File: src/rtl/voice_dac_pkg.sv
// Package with register map, field layouts and carrier types of the voice converter control
// Function
// (RULE_01) Low byte write only loads shadow buffer, converter value unchanged.
// (RULE_02) High byte write loads full 16-bit value and starts conversion cycle.
// (RULE_03) High byte write copies shadow buffer into low byte register simultaneously.
// (RULE_04) Software writes low byte first, then high byte.
// (RULE_05) High register holds bits 15..8, low holds 7..0; both read/write, reset zero.
// (RULE_06) Control bit 0 enables converter; resets to zero.
// (RULE_07) Control bits 7..1 ignore writes and read zero.
// (RULE_08) Software sets enable before writing new converter data.
// (RULE_09) Software waits settling time after enable before data update.
// (RULE_10) Low byte read returns committed low byte, not pending shadow.
package voice_dac_pkg;
  // Register byte addresses
  localparam logic [7:0] ADDR_DATA_HIGH = 8'h00;
  localparam logic [7:0] ADDR_DATA_LOW  = 8'h04;
  localparam logic [7:0] ADDR_CONTROL   = 8'h08;
  localparam logic [7:0] ADDR_SHADOW    = 8'h0c;
  localparam int         ADDR_W         = 8;
  // Field layout and reset values
  localparam int         ENABLE_BIT     = 0;
  localparam logic [7:0] BYTE_RESET     = 8'h00;
  localparam logic [7:0] CONTROL_MASK   = 8'h01;
  // AHB encodings
  localparam logic [1:0] HTRANS_NONSEQ  = 2'h2;
  localparam logic [1:0] HTRANS_SEQ     = 2'h3;
  localparam logic [2:0] HSIZE_WORD     = 3'h2;
  // Converter drive bundle
  typedef struct packed {
    logic        enable;
    logic [15:0] code;
    logic        start;
  } dac_drive_t;
  // Decoded register select
  typedef struct packed {
    logic high;
    logic low;
    logic ctrl;
    logic shadow;
  } reg_sel_t;
endpackage

File: src/rtl/dac_data_latch.sv
// Shadow buffer and committed 16-bit converter code
`timescale 1ns/10ps
module dac_data_latch
  import voice_dac_pkg::*;
(
  input  wire logic        hclk,        // System clock
  input  wire logic        hresetn,     // Async reset, active low
  input  wire logic        wr_low,      // Low byte write strobe
  input  wire logic        wr_high,     // High byte write strobe
  input  wire logic [7:0]  wdata,       // Write byte
  output logic      [7:0]  shadow,      // Pending low byte
  output logic      [15:0] code,        // Committed code
  output logic             start        // Conversion start pulse
);
  logic [7:0]  shadow_r, shadow_nxt;
  logic [15:0] code_r, code_nxt;
  logic        start_r, start_nxt;

  // Next values of shadow and committed code
  always_comb
  begin
    shadow_nxt = shadow_r;
    code_nxt   = code_r;
    start_nxt  = 1'b0;
    if (wr_low)
      shadow_nxt = wdata;                 // RULE_01
    if (wr_high)
    begin
      code_nxt  = {wdata, shadow_r};      // RULE_02 RULE_03
      start_nxt = 1'b1;                   // RULE_02
    end
  end

  // Registers
  always_ff @(posedge hclk or negedge hresetn)
  begin
    if (!hresetn)
    begin
      shadow_r <= BYTE_RESET;
      code_r   <= {BYTE_RESET, BYTE_RESET};
      start_r  <= 1'b0;
    end
    else
    begin
      shadow_r <= shadow_nxt;
      code_r   <= code_nxt;
      start_r  <= start_nxt;
    end
  end

  assign shadow = shadow_r;
  assign code   = code_r;
  assign start  = start_r;

  // Low byte write leaves the committed code alone
  a_low_no_commit: assert property (@(posedge hclk) disable iff (!hresetn) // RULE_01
    (wr_low && !wr_high) |=> (code_r == $past(code_r)))
    else $error("low byte write changed committed code");
  // High byte write commits both bytes
  a_high_commit: assert property (@(posedge hclk) disable iff (!hresetn) // RULE_03
    wr_high |=> (code_r == {$past(wdata), $past(shadow_r)}) && start_r)
    else $error("high byte write did not commit shadow");
  // Start pulse only after a high write
  a_start_cause: assert property (@(posedge hclk) disable iff (!hresetn) // RULE_02
    start_r |-> $past(wr_high))
    else $error("start pulse without high write");
endmodule // dac_data_latch

File: src/rtl/voice_dac_register_control.sv
// AHB-Lite register slave driving the 16-bit voice converter
//
// The register addresses and the AHB-Lite register port were decided locally.
`timescale 1ns/10ps
module voice_dac_register_control
  import voice_dac_pkg::*;
(
  input  wire logic        hclk,        // System clock 125 MHz
  input  wire logic        hresetn,     // Async reset, active low
  input  wire logic        hsel,        // Slave select
  input  wire logic [31:0] haddr,       // Byte address
  input  wire logic [1:0]  htrans,      // Transfer type
  input  wire logic        hwrite,      // Write when high
  input  wire logic [2:0]  hsize,       // Transfer size
  input  wire logic [31:0] hwdata,      // Write data
  input  wire logic        hready,      // Bus ready in
  output logic      [31:0] hrdata,      // Read data
  output logic             hreadyout,   // Slave ready, always high
  output logic             hresp,       // Always OKAY
  output dac_drive_t       dac_drive    // Enable, code and start to converter
);
  // Address phase capture
  logic             wr_pend_r, wr_pend_nxt;
  logic [ADDR_W-1:0] wr_addr_r, wr_addr_nxt;
  logic [31:0]      hrdata_r, hrdata_nxt;
  logic             enable_r, enable_nxt;
  logic             en_out_r;
  logic [7:0]       shadow;
  logic [15:0]      code;
  logic             start;
  logic             wr_low, wr_high;
  logic             phase_ok;
  reg_sel_t         wsel, rsel;

  // Decode a byte address into register selects
  function automatic reg_sel_t decode(input logic [ADDR_W-1:0] a);
    reg_sel_t s;
    s.high   = (a == ADDR_DATA_HIGH);
    s.low    = (a == ADDR_DATA_LOW);
    s.ctrl   = (a == ADDR_CONTROL);
    s.shadow = (a == ADDR_SHADOW);
    return s;
  endfunction

  // Valid address phase of a transfer of any size, hsize not checked
  assign phase_ok = hsel && hready && (htrans == HTRANS_NONSEQ || htrans == HTRANS_SEQ);
  assign rsel     = decode(haddr[ADDR_W-1:0]);
  assign wsel     = decode(wr_addr_r);
  assign wr_low   = wr_pend_r && wsel.low;
  assign wr_high  = wr_pend_r && wsel.high;

  // Bus next-state: write capture and read data
  always_comb
  begin
    wr_pend_nxt = phase_ok && hwrite;
    wr_addr_nxt = phase_ok ? haddr[ADDR_W-1:0] : wr_addr_r;
    enable_nxt  = enable_r;
    if (wr_pend_r && wsel.ctrl)
      enable_nxt = hwdata[ENABLE_BIT];    // RULE_06
    hrdata_nxt = 32'h0000_0000;
    if (phase_ok && !hwrite)
    begin
      if (rsel.high)
        hrdata_nxt = {24'h00_0000, code[15:8]};              // RULE_05
      else if (rsel.low)
        hrdata_nxt = {24'h00_0000, code[7:0]};               // RULE_10
      else if (rsel.ctrl)
        hrdata_nxt = {24'h00_0000, {7'h00, enable_r} & CONTROL_MASK}; // RULE_07
      else if (rsel.shadow)
        hrdata_nxt = {24'h00_0000, shadow};
    end
  end

  // Bus registers
  always_ff @(posedge hclk or negedge hresetn)
  begin
    if (!hresetn)
    begin
      wr_pend_r <= 1'b0;
      wr_addr_r <= '0;
      hrdata_r  <= 32'h0000_0000;
      enable_r  <= 1'b0;                  // RULE_06
      en_out_r  <= 1'b0;
    end
    else
    begin
      wr_pend_r <= wr_pend_nxt;
      wr_addr_r <= wr_addr_nxt;
      hrdata_r  <= hrdata_nxt;
      enable_r  <= enable_nxt;
      en_out_r  <= enable_nxt;
    end
  end

  // Data path holding shadow and committed code
  dac_data_latch u_latch (
    .hclk    (hclk),
    .hresetn (hresetn),
    .wr_low  (wr_low),
    .wr_high (wr_high),
    .wdata   (hwdata[7:0]),
    .shadow  (shadow),
    .code    (code),
    .start   (start)
  );

  assign hrdata           = hrdata_r;
  assign hreadyout        = 1'b1;
  assign hresp            = 1'b0;
  assign dac_drive.enable = en_out_r;
  assign dac_drive.code   = code;
  assign dac_drive.start  = start;

  // Control reads never show upper bits
  a_ctrl_upper_zero: assert property (@(posedge hclk) disable iff (!hresetn) // RULE_07
    $past(phase_ok && !hwrite && rsel.ctrl) |-> (hrdata_r[31:1] == 31'h0))
    else $error("control upper bits not zero");
  // Enable follows bit 0 of a control write
  a_enable_write: assert property (@(posedge hclk) disable iff (!hresetn) // RULE_06
    (wr_pend_r && wsel.ctrl) |=> (enable_r == $past(hwdata[ENABLE_BIT])))
    else $error("enable bit not written");
  // Low read returns committed byte
  a_low_read: assert property (@(posedge hclk) disable iff (!hresetn) // RULE_10
    (phase_ok && !hwrite && rsel.low) |=> (hrdata_r[7:0] == $past(code[7:0])))
    else $error("low read not committed byte");
  // High read returns committed high byte
  a_high_read: assert property (@(posedge hclk) disable iff (!hresetn) // RULE_05
    (phase_ok && !hwrite && rsel.high) |=> (hrdata_r == {24'h0, $past(code[15:8])}))
    else $error("high read wrong");
  // Low write leaves converter code unchanged into the next cycle
  a_low_hold: assert property (@(posedge hclk) disable iff (!hresetn) // RULE_01
    (wr_low && !wr_high) |=> (dac_drive.code == $past(dac_drive.code)))
    else $error("low write moved converter code");
  // High write starts a one-cycle pulse, longer only if another high write follows
  a_start_pulse: assert property (@(posedge hclk) disable iff (!hresetn) // RULE_02
    wr_high |=> dac_drive.start ##1 (!dac_drive.start || $past(wr_high)))
    else $error("start pulse wrong");
  // Commit places shadow in low byte
  a_commit_low: assert property (@(posedge hclk) disable iff (!hresetn) // RULE_03
    wr_high |=> (dac_drive.code[7:0] == $past(shadow)))
    else $error("shadow not copied");
  // Ready never drops
  a_ready_high: assert property (@(posedge hclk) disable iff (!hresetn) // RULE_05
    hreadyout && !hresp)
    else $error("ready or resp wrong");

  // Read data is zero outside a read data phase
  a_idle_rdata: assert property (@(posedge hclk) disable iff (!hresetn)
    !(phase_ok && !hwrite)
    |=> (hrdata_r == 32'h0000_0000))
    else $error("read data not zero when idle");

  // Upper read data bits always zero
  a_rdata_upper: assert property (@(posedge hclk) disable iff (!hresetn) // RULE_05
    1'b1
    |-> (hrdata_r[31:8] == 24'h00_0000))
    else $error("read data upper bits not zero");

  // Shadow readback shows pending low byte
  a_shadow_read: assert property (@(posedge hclk) disable iff (!hresetn) // RULE_01
    (phase_ok && !hwrite && rsel.shadow)
    |=> (hrdata_r == {24'h00_0000, $past(shadow)}))
    else $error("shadow readback wrong");

  // Control read returns enable in bit 0
  a_ctrl_read: assert property (@(posedge hclk) disable iff (!hresetn) // RULE_06
    (phase_ok && !hwrite && rsel.ctrl)
    |=> (hrdata_r == {31'h0000_0000, $past(enable_r)}))
    else $error("control readback wrong");

  // Unmapped read returns zero
  a_unmapped_read: assert property (@(posedge hclk) disable iff (!hresetn)
    (phase_ok && !hwrite && !(|rsel))
    |=> (hrdata_r == 32'h0000_0000))
    else $error("unmapped read not zero");

  // Enable only moves on a control write
  a_enable_hold: assert property (@(posedge hclk) disable iff (!hresetn) // RULE_06
    !(wr_pend_r && wsel.ctrl)
    |=> $stable(enable_r))
    else $error("enable moved without control write");

  // Converter enable output tracks the register
  a_enable_out: assert property (@(posedge hclk) disable iff (!hresetn) // RULE_06
    1'b1
    |-> (dac_drive.enable == enable_r))
    else $error("enable output differs");

  // Code only moves on a high byte write
  a_code_hold: assert property (@(posedge hclk) disable iff (!hresetn) // RULE_02
    !wr_high
    |=> $stable(code))
    else $error("code moved without high write");

  // Shadow only moves on a low byte write
  a_shadow_hold: assert property (@(posedge hclk) disable iff (!hresetn) // RULE_01
    !wr_low
    |=> $stable(shadow))
    else $error("shadow moved without low write");

  // Low byte write loads the shadow
  a_shadow_load: assert property (@(posedge hclk) disable iff (!hresetn) // RULE_01
    wr_low
    |=> (shadow == $past(hwdata[7:0])))
    else $error("shadow not loaded");

  // High byte write places data in bits 15..8
  a_code_high: assert property (@(posedge hclk) disable iff (!hresetn) // RULE_05
    wr_high
    |=> (code[15:8] == $past(hwdata[7:0])))
    else $error("high byte not committed");

  // Write address phase opens a data phase
  a_write_capture: assert property (@(posedge hclk) disable iff (!hresetn)
    (phase_ok && hwrite)
    |=> wr_pend_r)
    else $error("write not captured");

  // No write data phase without a write address phase
  a_no_pend: assert property (@(posedge hclk) disable iff (!hresetn)
    !(phase_ok && hwrite)
    |=> !wr_pend_r)
    else $error("spurious write data phase");

  // Start pulse lasts one cycle unless another commit follows
  a_start_once: assert property (@(posedge hclk) disable iff (!hresetn) // RULE_02
    dac_drive.start
    |=> (!dac_drive.start || $past(wr_high)))
    else $error("start pulse too long");

  // Low byte write never starts a conversion
  a_low_no_start: assert property (@(posedge hclk) disable iff (!hresetn) // RULE_01
    wr_low
    |=> !dac_drive.start)
    else $error("low write started conversion");

  // Writes to the shadow readback place are ignored
  a_shadow_wr_ignored: assert property (@(posedge hclk) disable iff (!hresetn)
    (wr_pend_r && wsel.shadow)
    |=> ($stable(shadow) && $stable(code)))
    else $error("shadow place write took effect");

  // Control write leaves the code alone
  a_ctrl_no_code: assert property (@(posedge hclk) disable iff (!hresetn) // RULE_06
    (wr_pend_r && wsel.ctrl)
    |=> $stable(code))
    else $error("control write moved code");

  // Read address phase opens no write
  a_read_no_pend: assert property (@(posedge hclk) disable iff (!hresetn)
    (phase_ok && !hwrite)
    |=> !wr_pend_r)
    else $error("read opened a write");

  // Address captured in each valid address phase
  a_addr_capture: assert property (@(posedge hclk) disable iff (!hresetn)
    phase_ok
    |=> (wr_addr_r == $past(haddr[ADDR_W-1:0])))
    else $error("address not captured");

  // Address held outside address phases
  a_addr_hold: assert property (@(posedge hclk) disable iff (!hresetn)
    !phase_ok
    |=> $stable(wr_addr_r))
    else $error("address moved when idle");
endmodule // voice_dac_register_control

File: config.mk
export PLATFORM = sky130hd
export DESIGN_NAME = voice_dac_register_control
export DESIGN_NICKNAME = d
export VERILOG_FILES = /design/src/rtl/voice_dac_pkg.sv /design/src/rtl/dac_data_latch.sv /design/src/rtl/voice_dac_register_control.sv
export SDC_FILE = /design/constraint.sdc
export NUM_CORES = 1
export LEC_CHECK = 0
export ABC_AREA = 1
export BUFFER_PORTS_ARGS = -buffer_cell sky130_fd_sc_hd__clkbuf_2
export CAP_MARGIN = 20
export CORE_MARGIN = 8
export CORE_UTILIZATION = 47
export DETAILED_ROUTE_END_ITERATION = 16
export PLACE_DENSITY = 0.85
export SLEW_MARGIN = 20
export SYNTH_ARGS = -nofsm -noshare
export SYNTH_HDL_FRONTEND = slang
export SYNTH_HIERARCHICAL = 1
export SYNTH_SLANG_ARGS = --single-unit
File: constraint.sdc
create_clock -name hclk -period 2.3 [get_ports hclk]
set_input_delay 0.23 -clock hclk [delete_from_list [all_inputs] [get_ports hclk]]
set_output_delay 0.23 -clock hclk [all_outputs]
set_load 0.02 [all_outputs]
-- Word-level counts from Yosys, hierarchy flattened
Index checks and enable logic that the tools add are counted.
- add/sub/neg operators: 0
- multipliers: 0
- divide/modulo/power cells: 0
- order comparisons: 0
- equal/unequal tests: 7
- shift operators: 0
- multiplexer cells: 6
- bitwise operators: 0
- reduce and logical (&&, ||, !) cells: 11
- operators with widths (cell ; count):
    $mux W32 ; 1
    $mux W8 ; 4
    $eq A8 B4 Y1 const B ; 3
    $eq A8 B3 Y1 const B ; 2
    $logic_not A8 Y1 ; 2
    $logic_and A1 B1 Y1 ; 7
    $eq A2 B2 Y1 const B ; 2
    $logic_not A1 Y1 ; 1
    $logic_or A1 B1 Y1 ; 1
    $mux W1 ; 1
- register bits after elaboration: 67
- latch bits: 0
- RAM bits: 0
- memory bits (read-only): 0
- output and inout bits: 52
- logic and storage cells: 31
- memories kept: 0

-- Depth between registers and ports, before layout
- depth in word-level cells: 6
- gate-level depth with buffers: 8
- gate-level depth less buffers: 7

-- Hierarchy
Netlist, hierarchy kept.
- by module, submodules not included (module ; times used ; cells an instance ; area each (sq um) ; seq. area each (sq um)):
    voice_dac_register_control ; 1 ; 166 ; 1234.9 ; 450.4
    dac_data_latch ; 1 ; 103 ; 968.4 ; 625.6

-- Least setup slack after synthesis
Ideal clock, no wire load.
- path type: flip-flop to flip-flop
- start: register wr_addr_r[1]
- end: register u_latch.code_r[6] (netlist: u_latch/code[6])
- data arrival time: 1222 ps
- data required time: 2183 ps
- slack: 961 ps
- cell stages (with the launch flop): 9
- path buffers: 2
- cells stage by stage: dfrtp_1 -> nor2_1 -> nand3_1 -> nor3_1 -> buf_6 -> inv_6 -> buf_12 -> nand2_1 -> nand2_1
- longest elaborated chain between the ends: 2
- ends and longest elaborated chain (element ; RTL line ; RTL):
    start, declared ; voice_dac_register_control.sv:24 ; logic [ADDR_W-1:0] wr_addr_r, wr_addr_nxt;
    start signal, assigned ; voice_dac_register_control.sv:88 ; wr_addr_r <= wr_addr_nxt;
    $logic_not A8 Y1 ; voice_dac_register_control.sv:38 ; s.high = (a == ADDR_DATA_HIGH);
    $logic_and A1 B1 Y1 ; voice_dac_register_control.sv:50 ; assign wr_high = wr_pend_r && wsel.high;
    net wr_high ; voice_dac_register_control.sv:31 ; logic wr_low, wr_high;
    end signal, assigned ; dac_data_latch.sv:40 ; code_r <= {BYTE_RESET, BYTE_RESET};
    end signal, assigned ; dac_data_latch.sv:46 ; code_r <= code_nxt;
    end, declared ; dac_data_latch.sv:16 ; logic [15:0] code_r, code_nxt;
The timed path passes the listed nets, and every way through them passes these cells.
A chain may end at the register's enable or synchronous reset.

-- Worst setup path after layout
- start: register wr_addr_r[1]
- end: register u_latch.code_r[2] (netlist: u_latch/code[2])
Same word-level chain as after synthesis.

==> results.py <==
metrics = {
    "final_layout": {
        "nNetsFinal": 390,
        "fillCellCount": 437,
        "drive_above_1_share_pct": 25.2,
        "flow.area_growth_from_synthesis_pct": 12.9,
        "antenna_cells_inserted": 0,
        "postLayoutCellArea_um2": 2490,
    },
    "grt": {
        "grt_antenna_before_repair": 0,
        "grt_max_degree": 44,
        "overflow_left_after_global_routing": 0,
        "global_route_wire_length_before_repair_um": 8450,
        "grt_pass1_vias": 1789,
        "gr_usage_total_pct": 14.8,
    },
    "yosys": {
        "yosysMostFrequentCell": "nand2_1",
        "synth_area_leaders": "dfrtp_1, nand2_1, buf_4",
        "yosys.cell_types.count": 24,
        "synth_top_flop_cell": "dfrtp_1",
        "ys_seq_area_share_pct": 48.8,
        "synth.largest_area_cell": "dfrtp_1",
        "netlist_area_um2": 2200,
        "synthDominantCellAreaShare_pct": 48.8,
        "number_of_standard_cells_after_synthesis": 269,
        "post_synth_most_frequent_cells": "nand2_1, dfrtp_1, buf_4, nand3_1, inv_1",
        "synth-seq-cells": 43,
        "synthesis.yosys.warnings": 6,
        "async_flop_share_pct": 100,
        "syn-mean-instance-area_um2": 8.19,
        "synth-edff-count": 0,
    },
    "die": {
        "die_height_um": 84.5,
        "initial_core_util_pct": 47.6,
        "floorplan.core_area_um2": 4630,
        "die_area_um2": 7140,
        "fp.dieW_um": 84.5,
        "floorplan.rows": 25,
        "boundaryPins": 126,
    },
    "run_status": {
        "outcome": "finished, violations left",
        "violated_checks": "hold timing",
    },
    "drt": {
        "detail_route.wl_per_cell_um": 13.5,
        "drc_errors": 0,
        "drt_pass1_iterations": 4,
        "via_per_inst": 4.68,
        "ant_nets": 0,
        "first_iter_violations": 133,
        "detailroute.via_count": 1738,
        "finalWirelength_um": 5020,
    },
    "critical_path": {
        "endpoint_kind": "flop",
        "critical_path.max_fanout": 18,
        "cp.required_ns": 2.49,
        "ff2ff_setup_slack_ns": 0.73,
        "worstPathArrival_ns": 1.75,
        "worst_setup_path_start_kind": "flop",
        "timing_worst_setup_path_type": "flop to flop",
    },
    "timing": {
        "tns_ns": 0,
        "slew_viol_final": 0,
        "f_max_ghz": 0.639,
        "skew_ns": 0.00721,
        "tightestPinTransition_ns": 0.538,
        "slew-limit-headroom_pct": 64.1,
        "rsz0062_at_grt": "no",
        "whs_ns": -0.0118,
        "final_min_period_over_clock_period_pct": 68.1,
        "finalHoldViolations": 19,
        "report.final.setup_viol": 0,
        "layout_min_cycle_time_ns": 1.57,
    },
    "clock_tree": {
        "clock_path_buffers": 2,
        "htreeDepth": 2,
        "clk_pin_slew_worst_paths_ns": 0.08,
        "post_cts_repair_timing_setup_buffer_count": 0,
        "clock_tree.root_cell": "clkbuf_8",
        "cts_repair_resize_count": 0,
        "tritoncts_num_sinks": 43,
        "holdBufCountCts": 0,
        "worst_skew_pair.late_latency_ns": 0.30,
        "tritoncts.num_buffers": 5,
        "cts_tree": "built",
    },
    "pwr": {
        "power_per_cell_area_nw_per_um2": 896,
        "totalPowerFinal_mw": 2.23,
        "worst_ir_drop_vdd_v": 0.000305,
        "leakage_power_nw": 1.44,
    },
    "placement": {
        "post_detail_place_hpwl_um": 3590,
        "io_buffer_count": 47,
        "gpl.final_weighted_congestion": 0.830,
        "dpl-instance-area_um2": 2350,
    },
    "flow_run": {
        "cap_viol_max_count": 0,
    },
    "worst_hold_path": {
        "hold_path.class": "input pin to asynchronous set/reset pin",
    },
}
-- flip-flops by register name, indices dropped and copies added (netlist names) --
| signal | count |
|---|---|
| wr_addr_r | 8 |
| u_latch/shadow | 8 |
| u_latch/start | 1 |
| en_out_r | 1 |
| wr_pend_r | 1 |
| u_latch/code | 16 |
| hrdata | 8 |
-- cell families (layout without fill, tap and decap cells) --
family / after synthesis / in the layout / share of synthesized area [%]
buffers and inverters: 60 / 84 / 17.0
other: 2 / 26 / 0.341
and+or+nand+nor: 147 / 147 / 29.8
DFF: 43 / 43 / 48.8
AOI/OAI and AO/OA: 17 / 17 / 3.97
-- path summary, 6_finish.rpt --
kind                       cells past startpoint               end    startpoint
setup reg to reg                               7   u_latch/code[2]  wr_addr_r[1]
setup / recovery                               7   u_latch/code[2]  wr_addr_r[1]
hold / removal                                 2         hrdata[1]       hresetn
max in group asynchronous                      2   u_latch/code[0]       hresetn
min in group hclk                              3  u_latch/code[11]     hwdata[3]
hold reg to reg                                2      wr_addr_r[0]  wr_addr_r[0]
-- per-stage QoR --
step | utilization, % | setup WS, ns | cells
after floorplan | - | 0.961 | 293
after global placement | 50.8 | 0.924 | 363
after detailed placement | 50.8 | 0.841 | 363
after CTS | 53.7 | 0.784 | 371
after global routing | 53.7 | 0.598 | 371
final | 53.7 | 0.734 | 371
-- power breakdown --
part           switching (mW)  internal, mW
Combinational           0.353         0.157
Clock                   0.266         0.433
Sequential              0.120         0.900
-- worst max-delay path, cell delays in order, from the launching register on --
cell and delay, ns:
dfrtp_1 0.39, nor2_1 0.12, nand3_1 0.19, nor3_2 0.17
buf_4 0.28, inv_6 0.12, nand2_1 0.10, nand2_1 0.07
-- area by class of cell --
cell class              instances  area, um2  area share, %
repair buffers                 50        258           10.4
inverters                      26        103           4.12
flip-flops and latches         43       1080           43.3
multi-input cells             190        847           34.1
clock buffers                   5       68.8           2.77
well taps                      54       67.6           2.72
clock inverters                 3       67.6           2.72
-- metal layers --
layer	routed length, um	track usage, %	part of all wire (%)
met2	2680	26.5	53
met3	381	4.88	7.6
met1	1890	15.1	38
met4	68	6.80	1.4
met5	0	0	0
-- cell usage in the layout, fill, tap and decap left out --
cell type   instances
buf_4               3
bufinv_16           2
nand4_1             1
inv_1              18
clkinvlp_4          1
nor2_8              1
conb_1             26
nor2_4              2
clkbuf_2           47
o21ai_0             9
nor3_1              1
a21oi_1             7
o21bai_1            1
nor3_2              1
inv_2               7
clkbuf_8            5
nand2_1            92
dfrtp_1            43
nor2_2              1
nor2_1             11
inv_6               1
nand3_2             1
nand3_1            28
nand2_4             1
nand2_2             7
Power figures use the tool's default switching activity.
